**src/design/itf_pkg.sv**
```systemverilog
// Constants shared by the image trailer and frame counter block.
package itf_pkg;

    // Register byte offsets on the AHB-Lite bus.
    localparam logic [7:0] ITF_A_CTRL      = 8'h00;
    localparam logic [7:0] ITF_A_ITEM_SEL  = 8'h04;
    localparam logic [7:0] ITF_A_ITEM_EN   = 8'h08;
    localparam logic [7:0] ITF_A_UNIT_SEL  = 8'h0c;
    localparam logic [7:0] ITF_A_EVT_SRC   = 8'h10;
    localparam logic [7:0] ITF_A_CLR_SRC   = 8'h14;
    localparam logic [7:0] ITF_A_CLR_CMD   = 8'h18;
    localparam logic [7:0] ITF_A_FRAME_CNT = 8'h1c;
    localparam logic [7:0] ITF_A_TRIG_CNT  = 8'h20;
    localparam logic [7:0] ITF_A_DESC_BASE = 8'h24;
    localparam logic [7:0] ITF_A_DESC_LAST = 8'h3c;

    // Field positions.
    localparam int ITF_B_MASTER = 0;
    localparam int ITF_B_KIND   = 1;

    // Trailer item codes for trailer_item_select.
    localparam logic ITF_ITEM_FRAME = 1'b0;
    localparam logic ITF_ITEM_TRIG  = 1'b1;

    // Counter unit codes for count_unit_select.
    localparam logic [1:0] ITF_UNIT_TRIG  = 2'h1;
    localparam logic [1:0] ITF_UNIT_FRAME = 2'h2;

    // Counting event codes for count_event_source.
    localparam logic [1:0] ITF_EVT_OFF   = 2'h0;
    localparam logic [1:0] ITF_EVT_TRIG  = 2'h1;
    localparam logic [1:0] ITF_EVT_FRAME = 2'h2;

    // Codes for count_clear_source.
    localparam logic [1:0] ITF_CLR_OFF   = 2'h0;
    localparam logic [1:0] ITF_CLR_LINE1 = 2'h1;
    localparam logic [1:0] ITF_CLR_LINE2 = 2'h2;
    localparam logic [1:0] ITF_CLR_SW    = 2'h3;

    // Trailer word indices.
    localparam logic [3:0] ITF_IDX_DESC0 = 4'h0;
    localparam logic [3:0] ITF_IDX_DESCN = 4'h6;
    localparam logic [3:0] ITF_IDX_FRAME = 4'h7;
    localparam logic [3:0] ITF_IDX_TRIG  = 4'h8;

    // Values after reset.
    localparam logic [31:0] ITF_CNT_RESET  = 32'h0;
    localparam logic [31:0] ITF_WORD_RESET = 32'h0;

    // Values of stream_content_kind.
    localparam logic ITF_KIND_IMAGE = 1'b0;
    localparam logic ITF_KIND_CHUNK = 1'b1;

    typedef enum logic [0:0] {
        ITF_ST_PASS  = 1'b0,
        ITF_ST_TRAIL = 1'b1
    } itf_state_e;

endpackage

```
**src/design/itf_top.sv**
```systemverilog
// Image stream trailer appender with frame and trigger counters.
`timescale 1ns/1ps

module itf_top
    import itf_pkg::*;
#(
    parameter int DATA_W = 32
) (
    input  wire logic              clock,
    input  wire logic              nrst,
    input  wire logic              hsel,
    input  wire logic [31:0]       haddr,
    input  wire logic [1:0]        htrans,
    input  wire logic              hwrite,
    input  wire logic [2:0]        hsize,
    input  wire logic [31:0]       hwdata,
    input  wire logic              hready,
    output logic                   hreadyout,
    output logic                   hresp,
    output logic [31:0]            hrdata,
    input  wire logic              frame_begin_event,
    input  wire logic              frame_trigger,
    input  wire logic              clear_line1,
    input  wire logic              clear_line2,
    input  wire logic              s_valid,
    output logic                   s_ready,
    input  wire logic [DATA_W-1:0] s_data,
    input  wire logic              s_last,
    output logic                   m_valid,
    input  wire logic              m_ready,
    output logic [DATA_W-1:0]      m_data,
    output logic                   m_last,
    output logic                   stream_content_kind
);

    // Bus address phase capture.
    logic        wr_q;
    logic [7:0]  waddr_q;
    logic [31:0] rdata_q;

    // Configuration.
    logic        master_q;
    logic        item_sel_q;
    logic        frame_en_q;
    logic        trig_en_q;
    logic [1:0]  unit_sel_q;
    logic [1:0]  evt_q [2];
    logic [1:0]  clr_q [2];
    logic [31:0] desc_q [7];

    // Counters, index 0 the trigger unit and 1 the frame unit.
    logic [31:0] cnt_q [2];
    logic [31:0] frame_snap_q;

    // Pin synchronisers and edge memory.
    logic [1:0]  l1_sync_q;
    logic [1:0]  l2_sync_q;
    logic        l1_prev_q;
    logic        l2_prev_q;

    // Stream path.
    itf_state_e        st_q;
    logic [3:0]        idx_q;
    logic              t_frame_q;
    logic              t_trig_q;
    logic [31:0]       t_fcnt_q;
    logic [31:0]       t_tcnt_q;
    logic              out_v_q;
    logic [DATA_W-1:0] out_d_q;
    logic              out_l_q;

    // Descriptor words sit on aligned addresses from base to last.
    function automatic logic is_desc(input logic [7:0] a);
        return a >= ITF_A_DESC_BASE && a <= ITF_A_DESC_LAST &&
               a[1:0] == 2'h0;
    endfunction

    function automatic logic [2:0] desc_slot(input logic [7:0] a);
        return 3'((a - ITF_A_DESC_BASE) >> 2);
    endfunction

    // Unmapped and unaligned addresses read as zero.
    function automatic logic [31:0] rd_word(input logic [7:0] a);
        logic [31:0] w;
        w = 32'h0;
        case (a)
            ITF_A_CTRL: begin
                w[ITF_B_MASTER] = master_q;
                w[ITF_B_KIND]   = stream_content_kind;
            end
            ITF_A_ITEM_SEL:  w[0] = item_sel_q;
            ITF_A_ITEM_EN:   w[0] = item_sel_q ? trig_en_q : frame_en_q;
            ITF_A_UNIT_SEL:  w[1:0] = unit_sel_q;
            ITF_A_EVT_SRC:   w[1:0] = evt_q[unit_sel_q[1]];
            ITF_A_CLR_SRC:   w[1:0] = clr_q[unit_sel_q[1]];
            ITF_A_FRAME_CNT: w = cnt_q[1];
            ITF_A_TRIG_CNT:  w = cnt_q[0];
            default: begin
                if (is_desc(a)) begin
                    w = desc_q[desc_slot(a)];
                end
            end
        endcase
        return w;
    endfunction

    // Bus decode; single-word transfers, zero wait states, always OKAY.
    // Read data is fetched in the address phase, so a read that follows
    // a write to the same register needs one idle cycle in between.
    wire       addr_ph   = hsel && htrans[1] && hready;
    wire       wr_now    = wr_q && hready;
    wire       unit_ok   = unit_sel_q == ITF_UNIT_TRIG ||
                           unit_sel_q == ITF_UNIT_FRAME;
    wire       unit_idx  = unit_sel_q[1];
    wire       we_ctrl   = wr_now && waddr_q == ITF_A_CTRL;
    wire       we_isel   = wr_now && waddr_q == ITF_A_ITEM_SEL;
    wire       we_ien    = wr_now && waddr_q == ITF_A_ITEM_EN;
    wire       we_usel   = wr_now && waddr_q == ITF_A_UNIT_SEL;
    wire       we_evt    = wr_now && waddr_q == ITF_A_EVT_SRC && unit_ok;
    wire       we_clr    = wr_now && waddr_q == ITF_A_CLR_SRC && unit_ok;
    wire       sw_cmd    = wr_now && waddr_q == ITF_A_CLR_CMD &&
                           unit_ok && hwdata[0];
    wire       we_desc   = wr_now && is_desc(waddr_q);
    wire [2:0] desc_widx = desc_slot(waddr_q);
    wire       master_d  = we_ctrl ? hwdata[ITF_B_MASTER] : master_q;

    assign hreadyout = 1'b1;
    assign hresp     = 1'b0;
    assign hrdata    = rdata_q;

    always_ff @(posedge clock) begin
        if (!nrst) begin
            wr_q    <= 1'b0;
            waddr_q <= 8'h0;
            rdata_q <= ITF_WORD_RESET;
        end else if (hready) begin
            wr_q    <= addr_ph && hwrite;
            waddr_q <= haddr[7:0];
            if (addr_ph && !hwrite) begin
                rdata_q <= rd_word(haddr[7:0]);
            end
        end
    end

    // The descriptor item needs no enable of its own.
    always_ff @(posedge clock) begin
        if (!nrst) begin
            master_q   <= 1'b0;
            item_sel_q <= ITF_ITEM_FRAME;
            frame_en_q <= 1'b0;
            trig_en_q  <= 1'b0;
            unit_sel_q <= ITF_UNIT_FRAME;
        end else begin
            master_q <= master_d;
            if (we_isel) begin
                item_sel_q <= hwdata[0];
            end
            if (we_usel) begin
                unit_sel_q <= hwdata[1:0];
            end
            if (!master_d) begin
                frame_en_q <= 1'b0;
                trig_en_q  <= 1'b0;
            end else if (we_ien && master_q) begin
                if (item_sel_q == ITF_ITEM_TRIG) begin
                    trig_en_q <= hwdata[0];
                end else begin
                    frame_en_q <= hwdata[0];
                end
            end
        end
    end

    always_ff @(posedge clock) begin
        if (!nrst) begin
            for (int i = 0; i < 7; i++) begin
                desc_q[i] <= ITF_WORD_RESET;
            end
        end else if (we_desc) begin
            desc_q[desc_widx] <= hwdata;
        end
    end

    // Pins are asynchronous; the first stage feeds only the second.
    // The edge memory resets low to match the idle level of the pins.
    always_ff @(posedge clock) begin
        if (!nrst) begin
            l1_sync_q <= 2'h0;
            l2_sync_q <= 2'h0;
            l1_prev_q <= 1'b0;
            l2_prev_q <= 1'b0;
        end else begin
            l1_sync_q <= {l1_sync_q[0], clear_line1};
            l2_sync_q <= {l2_sync_q[0], clear_line2};
            l1_prev_q <= l1_sync_q[1];
            l2_prev_q <= l2_sync_q[1];
        end
    end

    wire l1_rise = l1_sync_q[1] && !l1_prev_q;
    wire l2_rise = l2_sync_q[1] && !l2_prev_q;

    // A clear in the same cycle as a count event wins over the count.
    genvar u;
    generate
        for (u = 0; u < 2; u++) begin : g_unit
            wire [1:0] evt_rst = (u == 1) ? ITF_EVT_FRAME : ITF_EVT_TRIG;
            wire ev = (evt_q[u] == ITF_EVT_FRAME && frame_begin_event) ||
                      (evt_q[u] == ITF_EVT_TRIG && frame_trigger);
            wire sel_u = unit_idx == 1'(u);
            wire clr = (clr_q[u] == ITF_CLR_LINE1 && l1_rise) ||
                       (clr_q[u] == ITF_CLR_LINE2 && l2_rise) ||
                       (clr_q[u] == ITF_CLR_SW && sw_cmd && sel_u);
            always_ff @(posedge clock) begin
                if (!nrst) begin
                    evt_q[u] <= evt_rst;
                    clr_q[u] <= ITF_CLR_OFF;
                    cnt_q[u] <= ITF_CNT_RESET;
                end else begin
                    if (we_evt && sel_u) begin
                        evt_q[u] <= hwdata[1:0];
                    end
                    if (we_clr && sel_u) begin
                        clr_q[u] <= hwdata[1:0];
                    end
                    if (clr) begin
                        cnt_q[u] <= ITF_CNT_RESET;
                    end else if (ev) begin
                        // All ones rolls over to zero by plain overflow.
                        cnt_q[u] <= cnt_q[u] + 32'h1;
                    end
                end
            end
        end
    endgenerate

    // The frame carries the count held before its own increment.
    wire frame_ev = evt_q[1] == ITF_EVT_FRAME && frame_begin_event;

    always_ff @(posedge clock) begin
        if (!nrst) begin
            frame_snap_q <= ITF_CNT_RESET;
        end else if (frame_ev) begin
            frame_snap_q <= cnt_q[1];
        end
    end

    // Stream path: one output register, image first, then the trailer.
    wire        slot_free = !out_v_q || m_ready;
    wire        in_pass   = st_q == ITF_ST_PASS;
    wire        take_img  = s_valid && s_ready;
    wire        go_trail  = take_img && s_last && master_q;
    wire [3:0]  last_idx  = t_trig_q ? ITF_IDX_TRIG :
                            t_frame_q ? ITF_IDX_FRAME : ITF_IDX_DESCN;
    // Without the frame count item the walk jumps from the last
    // descriptor word straight to the trigger count.
    wire [3:0]  next_idx  = (idx_q == ITF_IDX_DESCN && !t_frame_q) ?
                            ITF_IDX_TRIG : idx_q + 4'h1;
    wire        trail_end = idx_q == last_idx;
    wire [31:0] trail_w   = (idx_q == ITF_IDX_TRIG)  ? t_tcnt_q :
                            (idx_q == ITF_IDX_FRAME) ? t_fcnt_q :
                            desc_q[idx_q[2:0]];

    assign s_ready = in_pass && slot_free;
    assign m_valid = out_v_q;
    assign m_data  = out_d_q;
    assign m_last  = out_l_q;
    assign stream_content_kind = master_q ? ITF_KIND_CHUNK
                                          : ITF_KIND_IMAGE;

    always_ff @(posedge clock) begin
        if (!nrst) begin
            st_q      <= ITF_ST_PASS;
            idx_q     <= ITF_IDX_DESC0;
            t_frame_q <= 1'b0;
            t_trig_q  <= 1'b0;
            t_fcnt_q  <= ITF_CNT_RESET;
            t_tcnt_q  <= ITF_CNT_RESET;
        end else begin
            // Enables and counts are latched with the image last beat, so
            // a change during a trailer only affects the next image.
            unique case (st_q)
                ITF_ST_PASS: begin
                    if (go_trail) begin
                        st_q      <= ITF_ST_TRAIL;
                        idx_q     <= ITF_IDX_DESC0;
                        t_frame_q <= frame_en_q;
                        t_trig_q  <= trig_en_q;
                        t_fcnt_q  <= frame_snap_q;
                        t_tcnt_q  <= cnt_q[0];
                    end
                end
                ITF_ST_TRAIL: begin
                    if (slot_free) begin
                        idx_q <= next_idx;
                        if (trail_end) begin
                            st_q <= ITF_ST_PASS;
                        end
                    end
                end
            endcase
        end
    end

    // Image last closes the unit only when no trailer follows.
    // A stalled beat stays put until the host takes it.
    always_ff @(posedge clock) begin
        if (!nrst) begin
            out_v_q <= 1'b0;
            out_d_q <= '0;
            out_l_q <= 1'b0;
        end else if (in_pass && take_img) begin
            out_v_q <= 1'b1;
            out_d_q <= s_data;
            out_l_q <= s_last && !master_q;
        end else if (!in_pass && slot_free) begin
            out_v_q <= 1'b1;
            out_d_q <= DATA_W'(trail_w);
            out_l_q <= trail_end;
        end else if (m_ready) begin
            out_v_q <= 1'b0;
        end
    end

endmodule

```
**config.mk**
```make
export PLATFORM = sky130hd
export DESIGN_NAME = itf_top
export DESIGN_NICKNAME = d
export VERILOG_FILES = /design/src/design/itf_pkg.sv /design/src/design/itf_top.sv
export SDC_FILE = /design/constraint.sdc
export NUM_CORES = 1
export LEC_CHECK = 0
export BUFFER_PORTS_ARGS = -buffer_cell sky130_fd_sc_hd__buf_2
export CORE_UTILIZATION = 40
export DETAILED_ROUTE_END_ITERATION = 8
export GPL_TIMING_DRIVEN = 0
export PLACE_DENSITY_LB_ADDON = 0.25
export SYNTH_ARGS = -nofsm -noshare
export SYNTH_HDL_FRONTEND = slang
export SYNTH_SLANG_ARGS = --single-unit
```
**constraint.sdc**
```tcl
create_clock -name clock -period 5.4 [get_ports clock]
set_input_delay 1.08 -clock clock [delete_from_list [all_inputs] [get_ports clock]]
set_output_delay 1.08 -clock clock [all_outputs]
set_load 0.005 [all_outputs]
```
=== After elaboration in Yosys (flattened, before gate mapping) ===
Memory sizes are Yosys's and may differ from the RTL's. A register that Yosys moved wholly into a read port is not among the register bits.
Cells that the tools add are included.

* Memory bits (writable): 296
* Bits in registers: 190
* Bits of input ports: 113
* Memories: 4
* Logic and storage cells: 227

* $lt $le $gt $ge: 4
* Reductions and logical operators: 77
* Muxes and demuxes: 73
* Eq/ne operators: 31
* Add/subtract/negate cells: 5
* Bitwise gates (word level): 11

{| class="wikitable"
|+ Memory list
! name !! depth !! bits a word !! rd ports !! clocked after Yosys merged registers in !! write ports !! RTL line !! text
|-
| desc_q || 7 || 32 || 2 || 1 || 7 || itf_top.sv:49 || <nowiki>logic [31:0] desc_q [7];</nowiki>
|-
| cnt_q || 2 || 32 || 2 || 0 || 2 || itf_top.sv:52 || <nowiki>logic [31:0] cnt_q [2];</nowiki>
|-
| clr_q || 2 || 2 || 3 || 1 || 2 || itf_top.sv:48 || <nowiki>logic [1:0] clr_q [2];</nowiki>
|-
| evt_q || 2 || 2 || 3 || 1 || 2 || itf_top.sv:47 || <nowiki>logic [1:0] evt_q [2];</nowiki>
|}

{| class="wikitable"
|+ Operators with widths
! cell !! count
|-
| 32-bit two-way mux || 10
|-
| 30-bit case mux with 3 select lines || 1
|-
| 32-bit by 1-bit adder with 32-bit output, second input constant || 2
|-
| 8-bit by 5-bit equality test with 1-bit output, second input constant || 6
|-
| 1-bit logical AND || 48
|-
| 1-bit two-way mux || 47
|-
| 8-bit by 4-bit equality test with 1-bit output, second input constant || 4
|-
| 32-bit OR reduction || 1
|-
| 8-bit by 3-bit equality test with 1-bit output, second input constant || 2
|-
| 8-bit by 6-bit >= comparator with 1-bit output, second input constant || 2
|-
| 8-bit by 6-bit less-or-equal comparator with 1-bit output, second input constant || 2
|-
| 8-bit zero test || 2
|-
| 4-bit two-way mux || 4
|-
| 2-bit equality test, second input constant || 7
|-
| 2-bit AND reduction || 6
|-
| 2-bit by 1-bit equality test with 1-bit output, second input constant || 5
|-
| 5-bit by 3-bit subtractor with 5-bit output, second input constant || 2
|-
| 3-bit two-way mux || 3
|-
| 4-bit by 3-bit equality test with 1-bit output, second input constant || 2
|-
| 8-bit by 6-bit equality test with 1-bit output, second input constant || 1
|-
| 1-bit logical OR || 8
|-
| 2-bit two-way mux || 4
|-
| 1-bit OR || 8
|-
| 1-bit case mux with 8 select lines || 1
|-
| other kinds (14) || 23
|}

=== Longest topological paths before layout ===
* Depth after elaboration: 12
* Gate-level depth with buffers: 12
* Mapped depth without buffers: 7

=== Worst setup path after synthesis ===
Ideal clock, no wire load.

* Path type: in2reg
* From: input port hready
* To: memory desc_q[5][0] (enable)
* Required time: 4889 ps
* Setup slack: -189 ps
* Buffers on the path: 0
* Library setup time: 511 ps
* Stages: 3
* Arrival: 5078 ps
* Path through: nand4bb_1 > a2111o_1 > o41ai_1

{| class="wikitable"
|+ RTL lines
! what !! RTL line !! text
|-
| from (decl) || itf_top.sv:17 || <nowiki>input wire logic hready,</nowiki>
|-
| to (decl) || itf_top.sv:49 ||
|}

=== Worst setup path in the final report ===
* From: input port haddr[2]
* To: register rdata_q[14], in the netlist hrdata[14]

* Longest elaborated chain between the ends: 5
* Elaborated cells on any way between the ends: 17
* Those cells by class: 1 x add/sub; 2 x order compare; 7 x eq/ne; 2 x mux; 4 x reduce/logical; 1 x memory

{| class="wikitable"
|+ Ends and longest elaborated chain
! what !! RTL line !! text
|-
| from (decl) || itf_top.sv:12 || <nowiki>input wire logic [31:0] haddr,</nowiki>
|-
| branches (longest 4 deep; another with memory 7 x 32 bit) || n/a ||
|-
| 30-bit case mux with 3 select lines (*) || itf_top.sv:86 || <nowiki>case (a)</nowiki>
|-
| to (signal assigned) || itf_top.sv:140 || <nowiki>rdata_q <= rd_word(haddr[7:0]);</nowiki>
|-
| to (decl) || itf_top.sv:39 || <nowiki>logic [31:0] rdata_q;</nowiki>
|}

Every way passes the cells marked *.
A chain may end at the register's enable or synchronous reset.

==> metrics <==
setup TNS 0 ns; cell mode on critical path buf_2; Post-CTS Setup Inserts 0; initial antenna violation count 1; post-route ant nets 0; worst skew pair latency 0.64 ns; P&R area growth vs syn 16.2%; gp weighted congestion 0.915; Leakage 10.3 nW; post-synthesis sequential area ratio 0.536; RSZ-0062 raised after global routing no; CTS tree done; achievable frequency 198 MHz; endpoints failing setup 0; final hold vios 0; DRC 0; H-Tree Depth 2; gr ovfl total 0; Tot GR Track Use 0.263; final max-slew violation count 0; Finished Core Util 0.470; Async SR Flop Fraction 0; Layout fillers 5625; Initial Util 0.405; WS Path Type in2reg; Critical Path, Cell by Cell buf_2, buf_2, buf_2, clkbuf_2, inv_1, ha_1, buf_2, buf_2, buf_1, mux4_2, mux2_2, nand2_1, a31oi_1; Syn Std Cell Area 0.0250 mm2; site row count 91; peak supply drop 0.000264 V; DRT iter0 DRCs 1915; Max Buffers Root-to-Sink 3; root buf cell clkbuf_16; most common cell after layout, fill and taps aside nand2_1; layout cells sized above 1 0.205; Crit-path slowest cell buf_1; vias in the first global route 19200; first-pass GRT wire length 123000 um; max_cap viols 0; I/O Buffers 151; most frequent cells in the layout nand2_1 (380), edfxtp_1 (296), dfxtp_1 (226), nor2_1 (224), buf_2 (180); startpoint types primary input; worst hold-check path type reg2reg; CTS buffer count 58; Synth Warn # 0; CP peak stage delay 0.59 ns; drt via density 5.78; CP Max Fanout 10; crit end category register; WP data required 5.89 ns; Clock Sinks 522; Mapped Cells 2256; Tmin final 5.05 ns; die area 0.0636 mm2; max_slew headroom 0.0648; via count 19500; hold bufs inserted after CTS 0; drt pass-1 iters 6; Final Cycle Share 0.935; Data arrival, critical path 5.53 ns; PwrDens 319 mW/mm2; post-synth net total 2383; Distinct cells, synth 60; io pins 183; fin nets 2607; main flop type after synthesis edfxtp_1; clock slew at reported path FFs 0.06 ns; Post-synth EDFFs 296; Post-Synthesis Mean Instance Area 11.1 um2; routed wire length 84100 um; die width 252 um; Final Power 9.29 mW; largest net degree at the start of global routing 33; routed length per placed instance 25.0 um; worst clock skew 0.0288 ns; flops & latches, synth 522; # diodes 0; status finished clean; Core Area 0.0618 mm2; hpwl dp 62800 um; Worst Max-Slew Pin Slew 1.39 ns; DIE HEIGHT 252 um
power breakdown:
part / internal [mW] / switching (mW) / total (mW)
clock network: 2.45 / 1.70 / 4.14
logic: 0.281 / 0.429 / 0.710
registers: 4.32 / 0.116 / 4.43
total: 7.04 / 2.24 / 9.29
synthesized netlist by cell type, types with 33 or more instances:
library cell / instances / share of area
a21oi_1: 115 / 0.023
a31oi_1: 33 / 0.0082
and2_1: 42 / 0.010
clkbuf_1: 126 / 0.019
dfxtp_1: 226 / 0.18
edfxtp_1: 296 / 0.36
inv_1: 52 / 0.0078
mux2_2: 34 / 0.015
mux2i_1: 46 / 0.018
mux4_2: 128 / 0.12
nand2_1: 383 / 0.057
nand3_1: 116 / 0.023
nor2_1: 224 / 0.034
o21ai_0: 44 / 0.0088
xor2_1: 43 / 0.015
critical path, delay by kind of cell:
kind	cells	cell delay, ns
AOI/OAI and AO/OA	1	0.10
adders and majority gates	1	0.30
buffers and inverters	8	3.11
muxes	2	0.73
and+or+nand+nor	1	0.17
cells by family after synthesis:
family | synth area share
muxes | 0.149
adders and majority gates | 0.00700
other | 0.000300
AOI/OAI and AO/OA | 0.0934
xor gates and xnor gates | 0.0210
buffers and inverters | 0.0380
and+or+nand+nor | 0.156
DFF | 0.536
sequential cells by signal (all words and copies together) (netlist names), 4 cells and up, named ones only:
name	count
clr_q	4
hrdata	32
t_fcnt_q	32
desc_q	256
idx_q	4
evt_q	4
cnt_q	64
waddr_q	8
t_tcnt_q	32
m_data	32
frame_snap_q	32
worst paths after layout:
kind	startpoint	endpoint	slack [ns]	cells past startpoint
setup / recovery	haddr[2]	hrdata[14]	0.35	13
hold / removal	l1_sync_q[0]	l1_sync_q[1]	0.43	1
setup reg to reg	waddr_q[2]	desc_q[1][19]	0.97	10
hold reg to reg	l1_sync_q[0]	l1_sync_q[1]	0.43	1
per-layer routing:
layer  part of all wire  vias to the layer above  track usage
met4              0.043                        0        0.107
met3              0.085                      190       0.0533
met5                  0                        -            0
met2               0.49                      931        0.449
met1               0.38                     9661        0.326
li1                   -                     8672            -
metrics by stage:
step | hold WS [ns] | instance area [um2] | worst slack (ns) | std cells
finish | 0.432 | 29100 | 0.353 | 3364
global route | 0.453 | 29100 | 0.280 | 3364
CTS | 0.436 | 29100 | 0.0344 | 3364
detailed placement | 0.422 | 27100 | -0.742 | 3257
global placement | 0.425 | 26800 | -2.99 | 3244
floorplan | 0.412 | 25000 | 0.799 | 2256
timing repair:
item,4_1_cts,5_1_grt
setup endpoints to repair,6,15
endpoints found under the hold margin,0,0
resized for setup,2,1
pin swaps,0,0
layout make-up:
cell class,count,area (um2),area share
clock inverter,30,324,0.0111
timing repair buffer,164,966,0.0332
sequential,522,13400,0.461
inverter,52,195,0.00671
clock buffer,77,1660,0.0570
buffer,176,758,0.0261
tap,837,1050,0.0360
multi-input combinational,1506,10700,0.369
(Power assumes the default switching activity.)
